### config.mk
export PLATFORM = sky130hd
export DESIGN_NAME = ogm_output_guard
export DESIGN_NICKNAME = d
export VERILOG_FILES = /design/src/ogm_pkg.sv /design/src/ogm_chan_if.sv /design/src/ogm_channel.sv /design/src/ogm_output_guard.sv
export VERILOG_INCLUDE_DIRS = /design/src
export SDC_FILE = /design/constraint.sdc
export NUM_CORES = 2
export LEC_CHECK = 0
export BUFFER_PORTS_ARGS = -buffer_cell sky130_fd_sc_hd__buf_4
export CORE_MARGIN = 8
export CORE_UTILIZATION = 60
export CTS_CLUSTER_DIAMETER = 150
export DETAILED_ROUTE_END_ITERATION = 10
export HOLD_SLACK_MARGIN = 0.03
export PLACE_DENSITY = 0.83
export SKIP_LAST_GASP = 1
export SYNTH_ARGS = -nofsm -noshare
export SYNTH_HDL_FRONTEND = slang
export SYNTH_SLANG_ARGS = --single-unit
### constraint.sdc
create_clock -name i_sys_clk -period 13.9 [get_ports i_sys_clk]
set_input_delay 1.39 -clock i_sys_clk [delete_from_list [all_inputs] [get_ports i_sys_clk]]
set_output_delay 1.39 -clock i_sys_clk [all_outputs]
set_load 0.01 [all_outputs]
### src/ogm_defines.svh
`ifndef OGM_DEFINES_SVH
`define OGM_DEFINES_SVH
// ==========================================
// register offsets (word index)
`define OGM_OFF_CTRL 4'h0
`define OGM_OFF_RATES 4'h1
`define OGM_OFF_WAIT 4'h2
`define OGM_OFF_OFS_A 4'h3
`define OGM_OFF_OFS_B 4'h4
`define OGM_OFF_CLIP 4'h5
`define OGM_OFF_PWIN 4'h6
`define OGM_OFF_PTHR 4'h7
`define OGM_OFF_RANGE 4'h8
`define OGM_OFF_EVEN 4'h9
`define OGM_OFF_STATUS 4'ha
`define OGM_OFF_PAVG 4'hb
`define OGM_OFF_GAIN 4'hc
// ==========================================
// control register fields
`define OGM_CTRL_MUTE_ON 0
`define OGM_CTRL_IGN_PIN 1
`define OGM_CTRL_PIN_DIR 2
`define OGM_CTRL_SW_MUTE 3
`define OGM_CTRL_CLIP_EN 4
`define OGM_CTRL_BIN_FMT 5
`define OGM_CTRL_ALM_REL 6
`define OGM_CTRL_RST 7'h01
// ==========================================
// reset values and datapath constants
`define OGM_RATES_RST 16'h3333
`define OGM_WAIT_RST 16'h0000
`define OGM_CLIP_RST 8'hff
`define OGM_PTHR_RST 16'hffff
`define OGM_RANGE_RST 16'hffff
`define OGM_EVEN_RST 6'h00
`define OGM_GAIN_FULL 13'h0800
`define OGM_GAIN_STEP 13'h0080
`define OGM_GAIN_SHIFT 11
`define OGM_TICK_BASE 8
// step counts for the odd ramp codes above 8, which stop doubling
`define OGM_STEP_9 19'haab
`define OGM_STEP_11 19'h1555
`define OGM_STEP_13 19'h2aa3
`define OGM_STEP_15 19'h8000
`define OGM_PWIN_MIN 6
`endif

### src/ogm_pkg.sv
package ogm_pkg;
  // mute controller states
  typedef enum logic [1:0] {OGM_RUN, OGM_MUTE, OGM_WAIT, OGM_DEMUTE} ogm_state_t;
  // mute categories, highest priority first
  typedef enum logic [1:0] {OGM_DIRECT, OGM_ALARM, OGM_DATA, OGM_INCIDENT} ogm_cat_t;
endpackage

### src/ogm_chan_if.sv
interface ogm_chan_if;
  logic [15:0] sample_in;
  logic [12:0] gain;
  logic signed [15:0] offset;
  logic clip_en;
  logic [7:0] clip_level;
  logic bin_fmt;
  logic [15:0] range_limit;
  logic [15:0] sample_out;
  logic clip_over;
  logic range_err;
  logic signed [6:0] top7;
  modport ctl (output sample_in, gain, offset, clip_en, clip_level, bin_fmt, range_limit,
    input sample_out, clip_over, range_err, top7);
  modport chan (input sample_in, gain, offset, clip_en, clip_level, bin_fmt, range_limit,
    output sample_out, clip_over, range_err, top7);
endinterface

### src/ogm_channel.sv
module ogm_channel (
  ogm_chan_if.chan c
);
  // ==========================================
  // format in: binary offset becomes signed by flipping the sign bit
  logic signed [15:0] s_in;
  logic signed [29:0] prod;
  logic signed [16:0] scaled;
  logic signed [16:0] sum;
  logic signed [15:0] sat;
  logic signed [16:0] upper;
  logic signed [16:0] lower;
  logic over_hi;
  logic over_lo;
  logic signed [15:0] clipped;
  logic signed [16:0] thr;
  assign s_in = c.bin_fmt ? {~c.sample_in[15], c.sample_in[14:0]} : c.sample_in;
  assign c.top7 = s_in[15:9];
  // ==========================================
  // gain, then offset, so a muted path still shows the offset
  // offset after gain
  assign prod = s_in * $signed({1'b0, c.gain});
  assign scaled = prod[27:11];
  assign sum = scaled + {c.offset[15], c.offset};
  // saturate instead of wrapping when offset pushes past 16 bits
  assign sat = (sum > 17'sh07fff) ? 16'sh7fff : (sum < -17'sh08000) ? 16'sh8000 : sum[15:0];
  // ==========================================
  // level ff opens the full code range, otherwise 128 per step
  assign upper = (c.clip_level == 8'hff) ? 17'sh07fff : $signed({2'h0, c.clip_level, 7'h00});
  assign lower = (c.clip_level == 8'hff) ? -17'sh08000 : -upper;
  assign over_hi = sat > upper;
  assign over_lo = sat < lower;
  assign clipped = !c.clip_en ? sat : over_hi ? upper[15:0] : over_lo ? lower[15:0] : sat;
  assign c.clip_over = c.clip_en & (over_hi | over_lo);
  assign c.sample_out = c.bin_fmt ? {~clipped[15], clipped[14:0]} : clipped;
  // ==========================================
  // strict window around the center
  assign thr = $signed({1'b0, c.range_limit});
  assign c.range_err = !((s_in > -thr) && (s_in < thr));
endmodule

### src/ogm_output_guard.sv
// Overview of operation
// - Each category's 4-bit ramp code sets step time, eight clocks doubled per code up to code 8.
// - Mute wait lasts programmed wait count plus one, times eight clocks.
// - Direct, data, incident: wait until period ends or the event releases.
// - Alarm mute waits until host writes the alarm release bit.
// - Each channel adds its own signed 16-bit DC offset.
// - Offset is added after gain, so muted output keeps the offset.
// - With clipping on, output is held within 128 times level of mid-scale.
// - Samples past a limit are replaced by that limit.
// - Level 00h pins output to mid-scale; FFh allows the full code range.
// - Either channel beyond the clip level raises the over-range event.
// - Pair power uses only the seven top bits of I and Q.
// - Power averages over 2^6 to 2^21 pairs chosen by window length.
// - Average above the 16-bit threshold sets power flag, may request mute.
// - Range checker tests I and Q strictly inside plus-minus limit around center.
// - A sample outside the range raises the pair range error.
// - Active-low output enable pin is a direct mute request.
// - Reset leaves pin input, pin event honoured, controller enabled.
//
// The placing of the registers and the address-and-strobe port were left to the implementer.
`include "ogm_defines.svh"
module ogm_output_guard #(
  parameter int WIN_MAX = 15
) (
  // clock and reset
  input wire logic i_sys_clk,
  input wire logic i_reset,
  // register port
  input wire logic [3:0] i_addr,
  input wire logic [15:0] i_wdata,
  input wire logic i_wr,
  input wire logic i_rd,
  output logic [15:0] o_rdata,
  // sample stream, I on a, Q on b
  input wire logic [15:0] i_sample_a,
  input wire logic [15:0] i_sample_b,
  input wire logic i_data_invalid,
  output logic [15:0] o_sample_a,
  output logic [15:0] o_sample_b,
  // pin and status
  input wire logic i_output_enable_pin_n,
  output logic o_muted,
  output ogm_pkg::ogm_state_t o_mute_state,
  output logic o_clip_overrange_event,
  output logic o_power_over_flag,
  output logic o_pair_range_error
);
  import ogm_pkg::*;
  // ==========================================
  // configuration registers
  logic [6:0] ctrl_reg;
  logic [15:0] rates_reg, wait_reg, ofs_a_reg, ofs_b_reg, pthr_reg, range_reg;
  logic [7:0] clip_reg;
  logic [3:0] pwin_reg;
  logic [5:0] even_reg;
  logic sel_ctrl, sel_rates, sel_wait, sel_ofs_a, sel_ofs_b, sel_clip;
  logic sel_pwin, sel_pthr, sel_range, sel_even;
  logic alarm_release;
  logic [15:0] rdata_next;
  assign sel_ctrl = i_addr == `OGM_OFF_CTRL;
  assign sel_rates = i_addr == `OGM_OFF_RATES;
  assign sel_wait = i_addr == `OGM_OFF_WAIT;
  assign sel_ofs_a = i_addr == `OGM_OFF_OFS_A;
  assign sel_ofs_b = i_addr == `OGM_OFF_OFS_B;
  assign sel_clip = i_addr == `OGM_OFF_CLIP;
  assign sel_pwin = i_addr == `OGM_OFF_PWIN;
  assign sel_pthr = i_addr == `OGM_OFF_PTHR;
  assign sel_range = i_addr == `OGM_OFF_RANGE;
  assign sel_even = i_addr == `OGM_OFF_EVEN;
  // release bit is a write pulse, never stored
  assign alarm_release = i_wr & sel_ctrl & i_wdata[`OGM_CTRL_ALM_REL];
  // register writes
  always_ff @(posedge i_sys_clk) begin
    if (i_reset) begin
      // pin input, event honoured, controller on
      ctrl_reg <= `OGM_CTRL_RST;
      rates_reg <= `OGM_RATES_RST;
      wait_reg <= `OGM_WAIT_RST;
      ofs_a_reg <= 16'h0000;
      ofs_b_reg <= 16'h0000;
      clip_reg <= `OGM_CLIP_RST;
      pwin_reg <= 4'h0;
      pthr_reg <= `OGM_PTHR_RST;
      range_reg <= `OGM_RANGE_RST;
      even_reg <= `OGM_EVEN_RST;
    end else if (i_wr) begin
      if (sel_ctrl) begin
        ctrl_reg <= {1'b0, i_wdata[5:0]};
      end else if (sel_rates) begin
        rates_reg <= i_wdata;
      end else if (sel_wait) begin
        wait_reg <= i_wdata;
      end else if (sel_ofs_a) begin
        ofs_a_reg <= i_wdata;
      end else if (sel_ofs_b) begin
        ofs_b_reg <= i_wdata;
      end else if (sel_clip) begin
        clip_reg <= i_wdata[7:0];
      end else if (sel_pwin) begin
        pwin_reg <= i_wdata[3:0];
      end else if (sel_pthr) begin
        pthr_reg <= i_wdata;
      end else if (sel_range) begin
        range_reg <= i_wdata;
      end else if (sel_even) begin
        even_reg <= i_wdata[5:0];
      end
    end
  end
  // ==========================================
  // channel datapath
  logic [12:0] gain_reg;
  ogm_chan_if ch_a ();
  ogm_chan_if ch_b ();
  assign ch_a.sample_in = i_sample_a;
  assign ch_b.sample_in = i_sample_b;
  assign ch_a.gain = gain_reg;
  assign ch_b.gain = gain_reg;
  assign ch_a.offset = ofs_a_reg;
  assign ch_b.offset = ofs_b_reg;
  assign ch_a.clip_en = ctrl_reg[`OGM_CTRL_CLIP_EN];
  assign ch_b.clip_en = ctrl_reg[`OGM_CTRL_CLIP_EN];
  assign ch_a.clip_level = clip_reg;
  assign ch_b.clip_level = clip_reg;
  assign ch_a.bin_fmt = ctrl_reg[`OGM_CTRL_BIN_FMT];
  assign ch_b.bin_fmt = ctrl_reg[`OGM_CTRL_BIN_FMT];
  assign ch_a.range_limit = range_reg;
  assign ch_b.range_limit = range_reg;
  ogm_channel u_chan_a (.c(ch_a.chan));
  ogm_channel u_chan_b (.c(ch_b.chan));
  // outputs and level flags, refreshed every sample
  always_ff @(posedge i_sys_clk) begin
    if (i_reset) begin
      o_sample_a <= 16'h0000;
      o_sample_b <= 16'h0000;
      o_clip_overrange_event <= 1'b0;
      o_pair_range_error <= 1'b0;
    end else begin
      o_sample_a <= ch_a.sample_out;
      o_sample_b <= ch_b.sample_out;
      o_clip_overrange_event <= ch_a.clip_over | ch_b.clip_over;
      // I or Q out of range
      o_pair_range_error <= ch_a.range_err | ch_b.range_err;
    end
  end
  // ==========================================
  // power meter
  logic [13:0] pair_pow;
  logic [34:0] acc_reg;
  logic [20:0] pair_cnt_reg;
  logic [4:0] win_log2;
  logic win_done;
  logic [34:0] avg_full;
  logic [15:0] pavg_reg;
  assign pair_pow = 14'(ch_a.top7 * ch_a.top7) + 14'(ch_b.top7 * ch_b.top7);
  // window of 2^6 .. 2^21 pairs
  assign win_log2 = 5'(`OGM_PWIN_MIN) + {1'b0, (pwin_reg > 4'(WIN_MAX)) ? 4'(WIN_MAX) : pwin_reg};
  assign win_done = pair_cnt_reg == 21'((22'h1 << win_log2) - 22'h1);
  assign avg_full = (acc_reg + {21'h0, pair_pow}) >> win_log2;
  always_ff @(posedge i_sys_clk) begin
    if (i_reset) begin
      acc_reg <= 35'h0;
      pair_cnt_reg <= 21'h0;
      pavg_reg <= 16'h0000;
      o_power_over_flag <= 1'b0;
    end else if (win_done) begin
      acc_reg <= 35'h0;
      pair_cnt_reg <= 21'h0;
      pavg_reg <= avg_full[15:0];
      o_power_over_flag <= avg_full[15:0] > pthr_reg;
    end else begin
      acc_reg <= acc_reg + {21'h0, pair_pow};
      pair_cnt_reg <= pair_cnt_reg + 21'h1;
    end
  end
  // ==========================================
  // mute request sources
  logic mute_on, pin_req, direct_req, alarm_req, data_req, incident_req, any_req;
  logic [2:0] det_ev;
  ogm_cat_t req_cat;
  assign mute_on = ctrl_reg[`OGM_CTRL_MUTE_ON];
  // low pin requests a direct mute
  assign pin_req = ~i_output_enable_pin_n & ~ctrl_reg[`OGM_CTRL_PIN_DIR]
    & ~ctrl_reg[`OGM_CTRL_IGN_PIN];
  assign direct_req = pin_req | ctrl_reg[`OGM_CTRL_SW_MUTE];
  assign det_ev = {o_pair_range_error, o_power_over_flag, o_clip_overrange_event};
  assign alarm_req = |(det_ev & even_reg[2:0]);
  assign data_req = i_data_invalid;
  assign incident_req = |(det_ev & even_reg[5:3]);
  assign any_req = direct_req | alarm_req | data_req | incident_req;
  assign req_cat = direct_req ? OGM_DIRECT : alarm_req ? OGM_ALARM :
    data_req ? OGM_DATA : OGM_INCIDENT;
  // ==========================================
  // mute controller
  ogm_state_t state_reg, state_next;
  ogm_cat_t cat_reg;
  logic [3:0] rate_sel;
  logic [18:0] step_cnt_reg, step_len;
  logic [19:0] wait_cnt_reg, wait_len;
  logic step_tick, wait_done, cat_req, alarm_latch_reg;
  assign rate_sel = rates_reg[{cat_reg, 2'b00} +: 4];
  // above code 8 even codes double every second code, odd codes are fixed counts
  assign step_len = (rate_sel <= 4'h8) ? 19'(`OGM_TICK_BASE) << rate_sel :
    (rate_sel == 4'hf) ? `OGM_STEP_15 : (rate_sel == 4'hd) ? `OGM_STEP_13 :
    (rate_sel == 4'hb) ? `OGM_STEP_11 : (rate_sel == 4'h9) ? `OGM_STEP_9 :
    19'(`OGM_TICK_BASE) << (4'(rate_sel[3:1]) + 4'h4);
  assign step_tick = step_cnt_reg == step_len - 19'h1;
  // (count + 1) x 8 clocks
  assign wait_len = ({4'h0, wait_reg} + 20'h1) << 3;
  assign wait_done = wait_cnt_reg == 20'h0;
  assign cat_req = (cat_reg == OGM_DIRECT) ? direct_req : (cat_reg == OGM_DATA) ? data_req :
    incident_req;
  always_comb begin
    state_next = state_reg;
    case (state_reg)
      OGM_RUN: begin
        if (any_req) begin
          state_next = OGM_MUTE;
        end
      end
      OGM_MUTE: begin
        if (gain_reg == 13'h0) begin
          state_next = OGM_WAIT;
        end
      end
      OGM_WAIT: begin
        // alarm leaves only on the release write
        if (cat_reg == OGM_ALARM) begin
          if (!alarm_latch_reg) begin
            state_next = OGM_DEMUTE;
          end
        // leave once the period ends or the event drops
        end else if (wait_done || !cat_req) begin
          state_next = OGM_DEMUTE;
        end
      end
      default: begin
        if (any_req) begin
          state_next = OGM_MUTE;
        end else if (gain_reg == `OGM_GAIN_FULL) begin
          state_next = OGM_RUN;
        end
      end
    endcase
  end
  // state, category, ramp timing
  always_ff @(posedge i_sys_clk) begin
    if (i_reset || !mute_on) begin
      state_reg <= OGM_RUN;
      cat_reg <= OGM_DIRECT;
      step_cnt_reg <= 19'h0;
      wait_cnt_reg <= 20'h0;
    end else begin
      state_reg <= state_next;
      if (state_next == OGM_MUTE && state_reg != OGM_MUTE) begin
        cat_reg <= req_cat;
      end
      step_cnt_reg <= (step_tick || state_next != state_reg) ? 19'h0 : step_cnt_reg + 19'h1;
      if (state_next == OGM_WAIT && state_reg != OGM_WAIT) begin
        wait_cnt_reg <= wait_len - 20'h1;
      end else if (!wait_done) begin
        wait_cnt_reg <= wait_cnt_reg - 20'h1;
      end
    end
  end
  // gain ramp and alarm hold; a pending event beats a release in the same cycle
  always_ff @(posedge i_sys_clk) begin
    if (i_reset) begin
      gain_reg <= `OGM_GAIN_FULL;
      alarm_latch_reg <= 1'b0;
    end else begin
      alarm_latch_reg <= alarm_req | (alarm_latch_reg & ~alarm_release);
      if (!mute_on) begin
        gain_reg <= `OGM_GAIN_FULL;
      end else if (state_reg == OGM_MUTE && step_tick) begin
        gain_reg <= (gain_reg > `OGM_GAIN_STEP) ? gain_reg - `OGM_GAIN_STEP : 13'h0;
      end else if (state_reg == OGM_DEMUTE && step_tick) begin
        gain_reg <= (gain_reg < `OGM_GAIN_FULL - `OGM_GAIN_STEP) ?
          gain_reg + `OGM_GAIN_STEP : `OGM_GAIN_FULL;
      end
    end
  end
  // ==========================================
  // register readback
  always_comb begin
    rdata_next = 16'h0000;
    if (sel_ctrl) begin
      rdata_next = {10'h0, ctrl_reg[5:0]};
    end else if (sel_rates) begin
      rdata_next = rates_reg;
    end else if (sel_wait) begin
      rdata_next = wait_reg;
    end else if (sel_ofs_a) begin
      rdata_next = ofs_a_reg;
    end else if (sel_ofs_b) begin
      rdata_next = ofs_b_reg;
    end else if (sel_clip) begin
      rdata_next = {8'h0, clip_reg};
    end else if (sel_pwin) begin
      rdata_next = {12'h0, pwin_reg};
    end else if (sel_pthr) begin
      rdata_next = pthr_reg;
    end else if (sel_range) begin
      rdata_next = range_reg;
    end else if (sel_even) begin
      rdata_next = {10'h0, even_reg};
    end else if (i_addr == `OGM_OFF_STATUS) begin
      rdata_next = {8'h0, cat_reg, state_reg, alarm_latch_reg, det_ev[2:1],
        det_ev[0]};
    end else if (i_addr == `OGM_OFF_PAVG) begin
      rdata_next = pavg_reg;
    end else if (i_addr == `OGM_OFF_GAIN) begin
      rdata_next = {3'h0, gain_reg};
    end
  end
  // read data only in the cycle after the strobe
  always_ff @(posedge i_sys_clk) begin
    if (i_reset) begin
      o_rdata <= 16'h0000;
      o_muted <= 1'b0;
      o_mute_state <= OGM_RUN;
    end else begin
      o_rdata <= i_rd ? rdata_next : 16'h0000;
      o_muted <= gain_reg == 13'h0;
      o_mute_state <= state_reg;
    end
  end
endmodule

# Yosys cells after proc, flatten, opt, wreduce, memory -nomap -nowiden
# Index checks and enable logic that the tools add are counted.
# op_classes
add_sub_neg,17
multipliers,4
n_lt_le_gt_ge,17
eq_ne,31
n_shift,5
n_mux,54
bitwise_logic,37
n_reduce_logical,36
# ops
op,count
$mux W16,25
$mux W19,5
$lt A16 B17 Y1,4
$mux W13,5
$mul A16 B14 Y28,2
$gt A16 B16 Y1,3
$mux W20,2
$sub A20 B1 Y20 const B,2
$shl A4 B4 Y19 const A,2
$eq A4 B4 Y1 const B,9
$add A35 B14 Y35,1
$shr A35 B5 Y16,1
$add A17 B17 Y17,2
$gt A16 B17 Y1,2
$gt A17 B16 Y1 const B,2
$lt A17 B16 Y1 const B,2
$mul A7 B7 Y14,2
$add A21 B1 Y21 const B,1
$eq A21 B21 Y1,1
$shl A1 B5 Y21 const A,1
$sub A21 B1 Y21 const B,1
$logic_not A20 Y1,1
$add A19 B1 Y19 const B,1
$eq A19 B19 Y1,1
other kinds (54),123
# word_totals
regBits,303
inputBits,58
output_inout_bits,54
wordCells,229

# Logic depth before layout (Yosys ltp)
# depth
word_depth,14
depth_mapped,52
depth_no_buf,48

# By module
# A second synthesis with hierarchy kept.
# unflattened
hier_cells,5041
hier_area_um2,41464.8
# modules_own_cells
module,n_inst,cells_each,area_per_inst_um2,seq_area_each_um2
ogm_output_guard,1,2639,21016.4,5925.7
ogm_channel at u_chan_b,1,1200,10232.3,0.0
ogm_channel at u_chan_a,1,1202,10216.0,0.0

# Least setup slack after synthesis
# No wires, ideal clock.
# synth_timing
path_kind,input -> register
from,input i_sample_b[6]
to,register o_sample_b[13]
setup_ns,0.070
arrival_ns,10.748
required_ns,13.830
slack_ns,3.082
cell_stages,46
path_buffers,2
cell_sequence,nand2_1 fa_1 inv_1 fa_1 fa_1 fa_1 fa_1 inv_1 fa_1 inv_1 ha_1 a211oi_1 o21ai_0 o21ai_0 nand2_1 o21ai_0 nand2b_1 and2_1 [... 10 more ...] xor2_1 inv_2 or2_4 buf_2 o21ai_1 ha_1 a21o_1 a21o_1 a21o_1 a21o_1 a21o_1 a21oi_1 o21ai_0 o211ai_1 o21a_1 buf_2 o221ai_1 a21oi_1
# synth_between
elab_chain_len,11
elab_cells_between_ends,13
classes_between,add/sub (1); mul (1); order compare (4); mux (7)
# synth_lines
element,line_no,text
start: declaration,ogm_output_guard.sv:36,"input wire logic [15:0] i_sample_b,"
$mux W16 *,ogm_channel.sv:17,"assign s_in = c.bin_fmt ? {~c.sample_in[15], c.sample_in[14:0]} : c.sample_in;"
$mul A16 B14 Y28 *,ogm_channel.sv:22,"assign prod = s_in * $signed({1'b0, c.gain});"
$add A17 B17 Y17 *,ogm_channel.sv:24,"assign sum = scaled + {c.offset[15], c.offset};"
$lt A17 B16 Y1,ogm_channel.sv:26,assign sat = (sum > 17'sh07fff) ? 16'sh7fff : (sum < -17'sh08000) ? 16'sh8000 : sum[15:0];
$mux W16,ogm_channel.sv:26,
$mux W16 *,ogm_channel.sv:26,
$lt A16 B17 Y1,ogm_channel.sv:32,assign over_lo = sat < lower;
$mux W16 (2 in a row),ogm_channel.sv:33,assign clipped = !c.clip_en ? sat : over_hi ? upper[15:0] : over_lo ? lower[15:0] : sat;
$mux W16 *,ogm_channel.sv:33,
$mux W16 *,ogm_channel.sv:35,"assign c.sample_out = c.bin_fmt ? {~clipped[15], clipped[14:0]} : clipped;"
end signal: assignment,ogm_output_guard.sv:140,o_sample_b <= ch_b.sample_out;
end: declaration,ogm_output_guard.sv:39,"output logic [15:0] o_sample_b,"
# Mark *: on every way between the ends. The rest lies on a longest branch, timed or not.
# A chain may end at the register's enable or synchronous reset.

# Final worst setup path
# layout_timing
from,register gain_reg[10] (netlist: ch_a.gain[10])
to,register o_sample_a[13]
# layout_between
elab_chain_len,10
elab_cells_between_ends,12
classes_between,add/sub (1); mul (1); order compare (4); mux (6)
# layout_lines
element,line_no,text
start: declaration,ogm_output_guard.sv:112,logic [12:0] gain_reg;
start signal: assignment,ogm_output_guard.sv:269,gain_reg <= `OGM_GAIN_FULL;
start signal: assignment,ogm_output_guard.sv:274,gain_reg <= `OGM_GAIN_FULL;
start signal: assignment,ogm_output_guard.sv:276,gain_reg <= (gain_reg > `OGM_GAIN_STEP) ? gain_reg - `OGM_GAIN_STEP : 13'h0;
$mul A16 B14 Y28 *,ogm_channel.sv:22,
$add A17 B17 Y17 *,ogm_channel.sv:24,
$lt A17 B16 Y1,ogm_channel.sv:26,
$mux W16,ogm_channel.sv:26,
$mux W16 *,ogm_channel.sv:26,
$lt A16 B17 Y1,ogm_channel.sv:32,
$mux W16 (2 in a row),ogm_channel.sv:33,
$mux W16 *,ogm_channel.sv:33,
$mux W16 *,ogm_channel.sv:35,
end signal: assignment,ogm_output_guard.sv:139,o_sample_a <= ch_a.sample_out;
end: declaration,ogm_output_guard.sv:38,"output logic [15:0] o_sample_a,"
# Marks and branches as above.

==> results.toml <==
[final_layout]
syn_to_final_growth_pct = 7.96
design_area_um2 = 38600
postLayoutCoreUtil_pct = 65.4
final_nets = 5182
largest_reg_flops = 35
drive_above_1_share_pct = 6.21

[cts]
cts_root_buf = "clkbuf_16"
path_clk_slew_ns = 0.06
cts_max_path_buffers = 3
clock_sinks = 296
cts_setup_buffers = 0
cts_resized = 0
cts_made_buffers = 31
clock_latency_ns = 0.61
htree_levels = 1
cts_tree = "done"
hold_buffers = 0

[placement]
portBuffers = 111
hpwl_mm = 80.5
place.gp.congestion = 1.05
dpl_cell_area_um2 = 37400

[sta]
fin_skew_ns = 0.0292
grt_setup_unrepaired = "no"
relSlewSlack_pct = 22.8
drv_slew = 0
finalHoldWorstSlack_ns = 0.484
fmax_mhz = 84.1
setup_violations = 0
hold_viol = 0
fin_crit_ns = 11.90
period_share_pct = 85.6
fin_setup_tns_ns = 0
worst_slew_pin_slew_ns = 1.15

[critical_path]
crit_type = "reg2reg"
startpoint_type = "flip-flop"
crit_top_cell = "fa_1"
cp.required_ns = 14.41
worst_setup_path_end_kind = "flip-flop"
critPathMaxStageDelay_ns = 0.93
critical_path.max_fanout = 19
critPathSlowestCell = "dfxtp_1"
cp.arrival_ns = 12.41

[synth]
ys_warn_count = 0
syn_area_um2 = 35800
netlist_instances = 4268
synth.largest_area_cell = "fa_1"
synth-edff-count = 0
synth_ff_type = "dfxtp_1"
syn_avg_cell_area_um2 = 8.38
synthArstFlopShare_pct = 0
ys_top_cells_by_area = "fa_1, dfxtp_1, ha_1, inv_1, nand2_1"
ys_ff_latch = 296
yosysSeqAreaShare_pct = 16.6
yosysTopAreaCellShare_pct = 18.0
ys_types = 102

[floorplan]
rows = 89
core_area_um2 = 59000
die_y_um = 260
die_area_um2 = 67700
fp.dieW_um = 260
io_pins = 112
initial_core_util_pct = 60.6

[global_routing]
grt_max_degree = 71
gr-total-overflow = 0
grt_pass1_vias = 30773
track_usage_pct = 29.7
grt_pass1_wl_mm = 163
antenna_found_initial = 6

[routing]
firstDrtPassIters = 9
drcViolationCount = 0
vias = 31293
wl_per_cell_um = 19.8
viasPerCell = 6.06
initialDrtViolationCount = 3084
antenna_left = 0
totalWireLength_mm = 102

[power]
power.leakage_nw = 18.1
irDropWorstVdd_v = 0.000446
p_per_area_nw_per_um2 = 246

[hold_path]
hold_path_class = "reg2reg"

[run]
maxCapViolations = 0

[status]
outcome = "complete, no violations"
path summary, 6_finish.rpt:
path                   startpoint              end  slack [ns]  cells past startpoint
setup reg to reg    ch_a.gain[10]   o_sample_a[13]        2.00                     39
hold reg to reg   step_cnt_reg[0]  step_cnt_reg[0]        0.48                      1
setup / recovery    ch_a.gain[10]   o_sample_a[13]        2.00                     39
hold / removal    step_cnt_reg[0]  step_cnt_reg[0]        0.48                      1
metal layers:
metal | wire length [um] | up-vias | GRT usage [%]
li1 | - | 14592 | -
met1 | 42000 | 14868 | 39.4
met2 | 44800 | 1509 | 46.5
met3 | 10500 | 318 | 6.33
met4 | 4670 | 6 | 12.6
met5 | 45 | - | 0
cell families (layout without fill, tap and decap cells):
group	count (synthesis)	in the layout	synth area share, %
other cells	2	153	0.0210
mux	70	70	2.39
flops	296	296	16.6
fa+ha+maj	757	757	33.2
xor+xnor	265	265	6.53
simple gates	1326	1326	17.8
compound gates	870	870	16.2
buf+inv	682	658	7.35
where the power goes:
part           internal [mW]  switching (mW)  total (mW)  leakage (nW)
Combinational           3.02            4.53        7.55          15.1
Clock                  0.605           0.378       0.983         0.588
Sequential             0.929          0.0355       0.965          2.40
Total                   4.55            4.95        9.50          18.1
critical path: cells and delay by family, from the launching register on:
family / cells / cell delay [ns]
buffers and inverters: 4 / 0.48
xor gates and xnor gates: 3 / 0.85
and+or+nand+nor: 9 / 1.94
DFF: 1 / 0.93
AOI/OAI and AO/OA: 14 / 3.44
adders and majority gates: 9 / 4.11
cell usage after synthesis (all sizes together), types with 7 or more instances:
| cell | count |
|---|---|
| o21ba | 7 |
| a21oi | 241 |
| o221ai | 13 |
| nor4 | 25 |
| or3 | 19 |
| a21o | 59 |
| or4 | 7 |
| nand3 | 110 |
| a2bb2oi | 9 |
| a22oi | 27 |
| xor2 | 79 |
| a221oi | 9 |
| o211ai | 58 |
| nand4 | 46 |
| mux4 | 10 |
| nand2b | 33 |
| o22ai | 14 |
| clkbuf | 175 |
| fa | 321 |
| nor2 | 281 |
| o31ai | 18 |
| and3 | 51 |
| buf | 39 |
| a211oi | 39 |
| o21a | 49 |
| o2111ai | 7 |
| a211o | 8 |
| nor3 | 75 |
| a222oi | 19 |
| ha | 433 |
| inv | 467 |
| nor2b | 36 |
| xnor2 | 186 |
| o21bai | 11 |
| mux2 | 22 |
| dfxtp | 296 |
| or2 | 19 |
| mux2i | 38 |
| a221o | 8 |
| a31oi | 40 |
| nand3b | 8 |
| nand2 | 448 |
| and2 | 154 |
| a22o | 10 |
| o21ai | 158 |
through the flow:
step	std cells	setup WS, ns	power, mW
global placement	5110	2.17	8.20
finish	5168	2.00	9.50
detailed placement	5110	1.85	8.32
CTS	5167	2.28	9.34
floorplan	4418	3.08	6.54
global route	5167	1.24	10.3
layout make-up:
type	instances	area (um^2)
tap	773	967
clock buffer	34	807
clock inverter	23	383
antenna	1	2.50
multi-input combinational	3440	27800
sequential	296	5930
timing repair buffer	133	998
inverter	468	1760
fill	4902	20400
cells in the final DEF (no fill, tap or decap), types with 11 or more instances in the layout:
master,count
o221ai_1,13
xnor2_1,184
nand2b_1,32
nand2_1,448
xor2_1,79
clkbuf_16,31
mux2_2,22
dfxtp_1,296
or3_1,19
a21oi_1,239
ha_1,433
o21bai_1,11
nand3_1,110
o21ai_0,149
fa_1,321
nor3_1,74
nor2_1,278
and2_1,151
o211ai_1,56
and3_1,51
a21o_1,59
or2_2,16
conb_1,152
nor4_1,23
a211oi_1,38
a22oi_1,26
o31ai_1,18
nor2b_1,34
o22ai_1,14
nand4_1,46
inv_1,464
buf_4,133
o21a_1,49
mux2i_1,38
a31oi_1,40
a222oi_1,19
No activity file was read; power rests on OpenSTA's default activity.
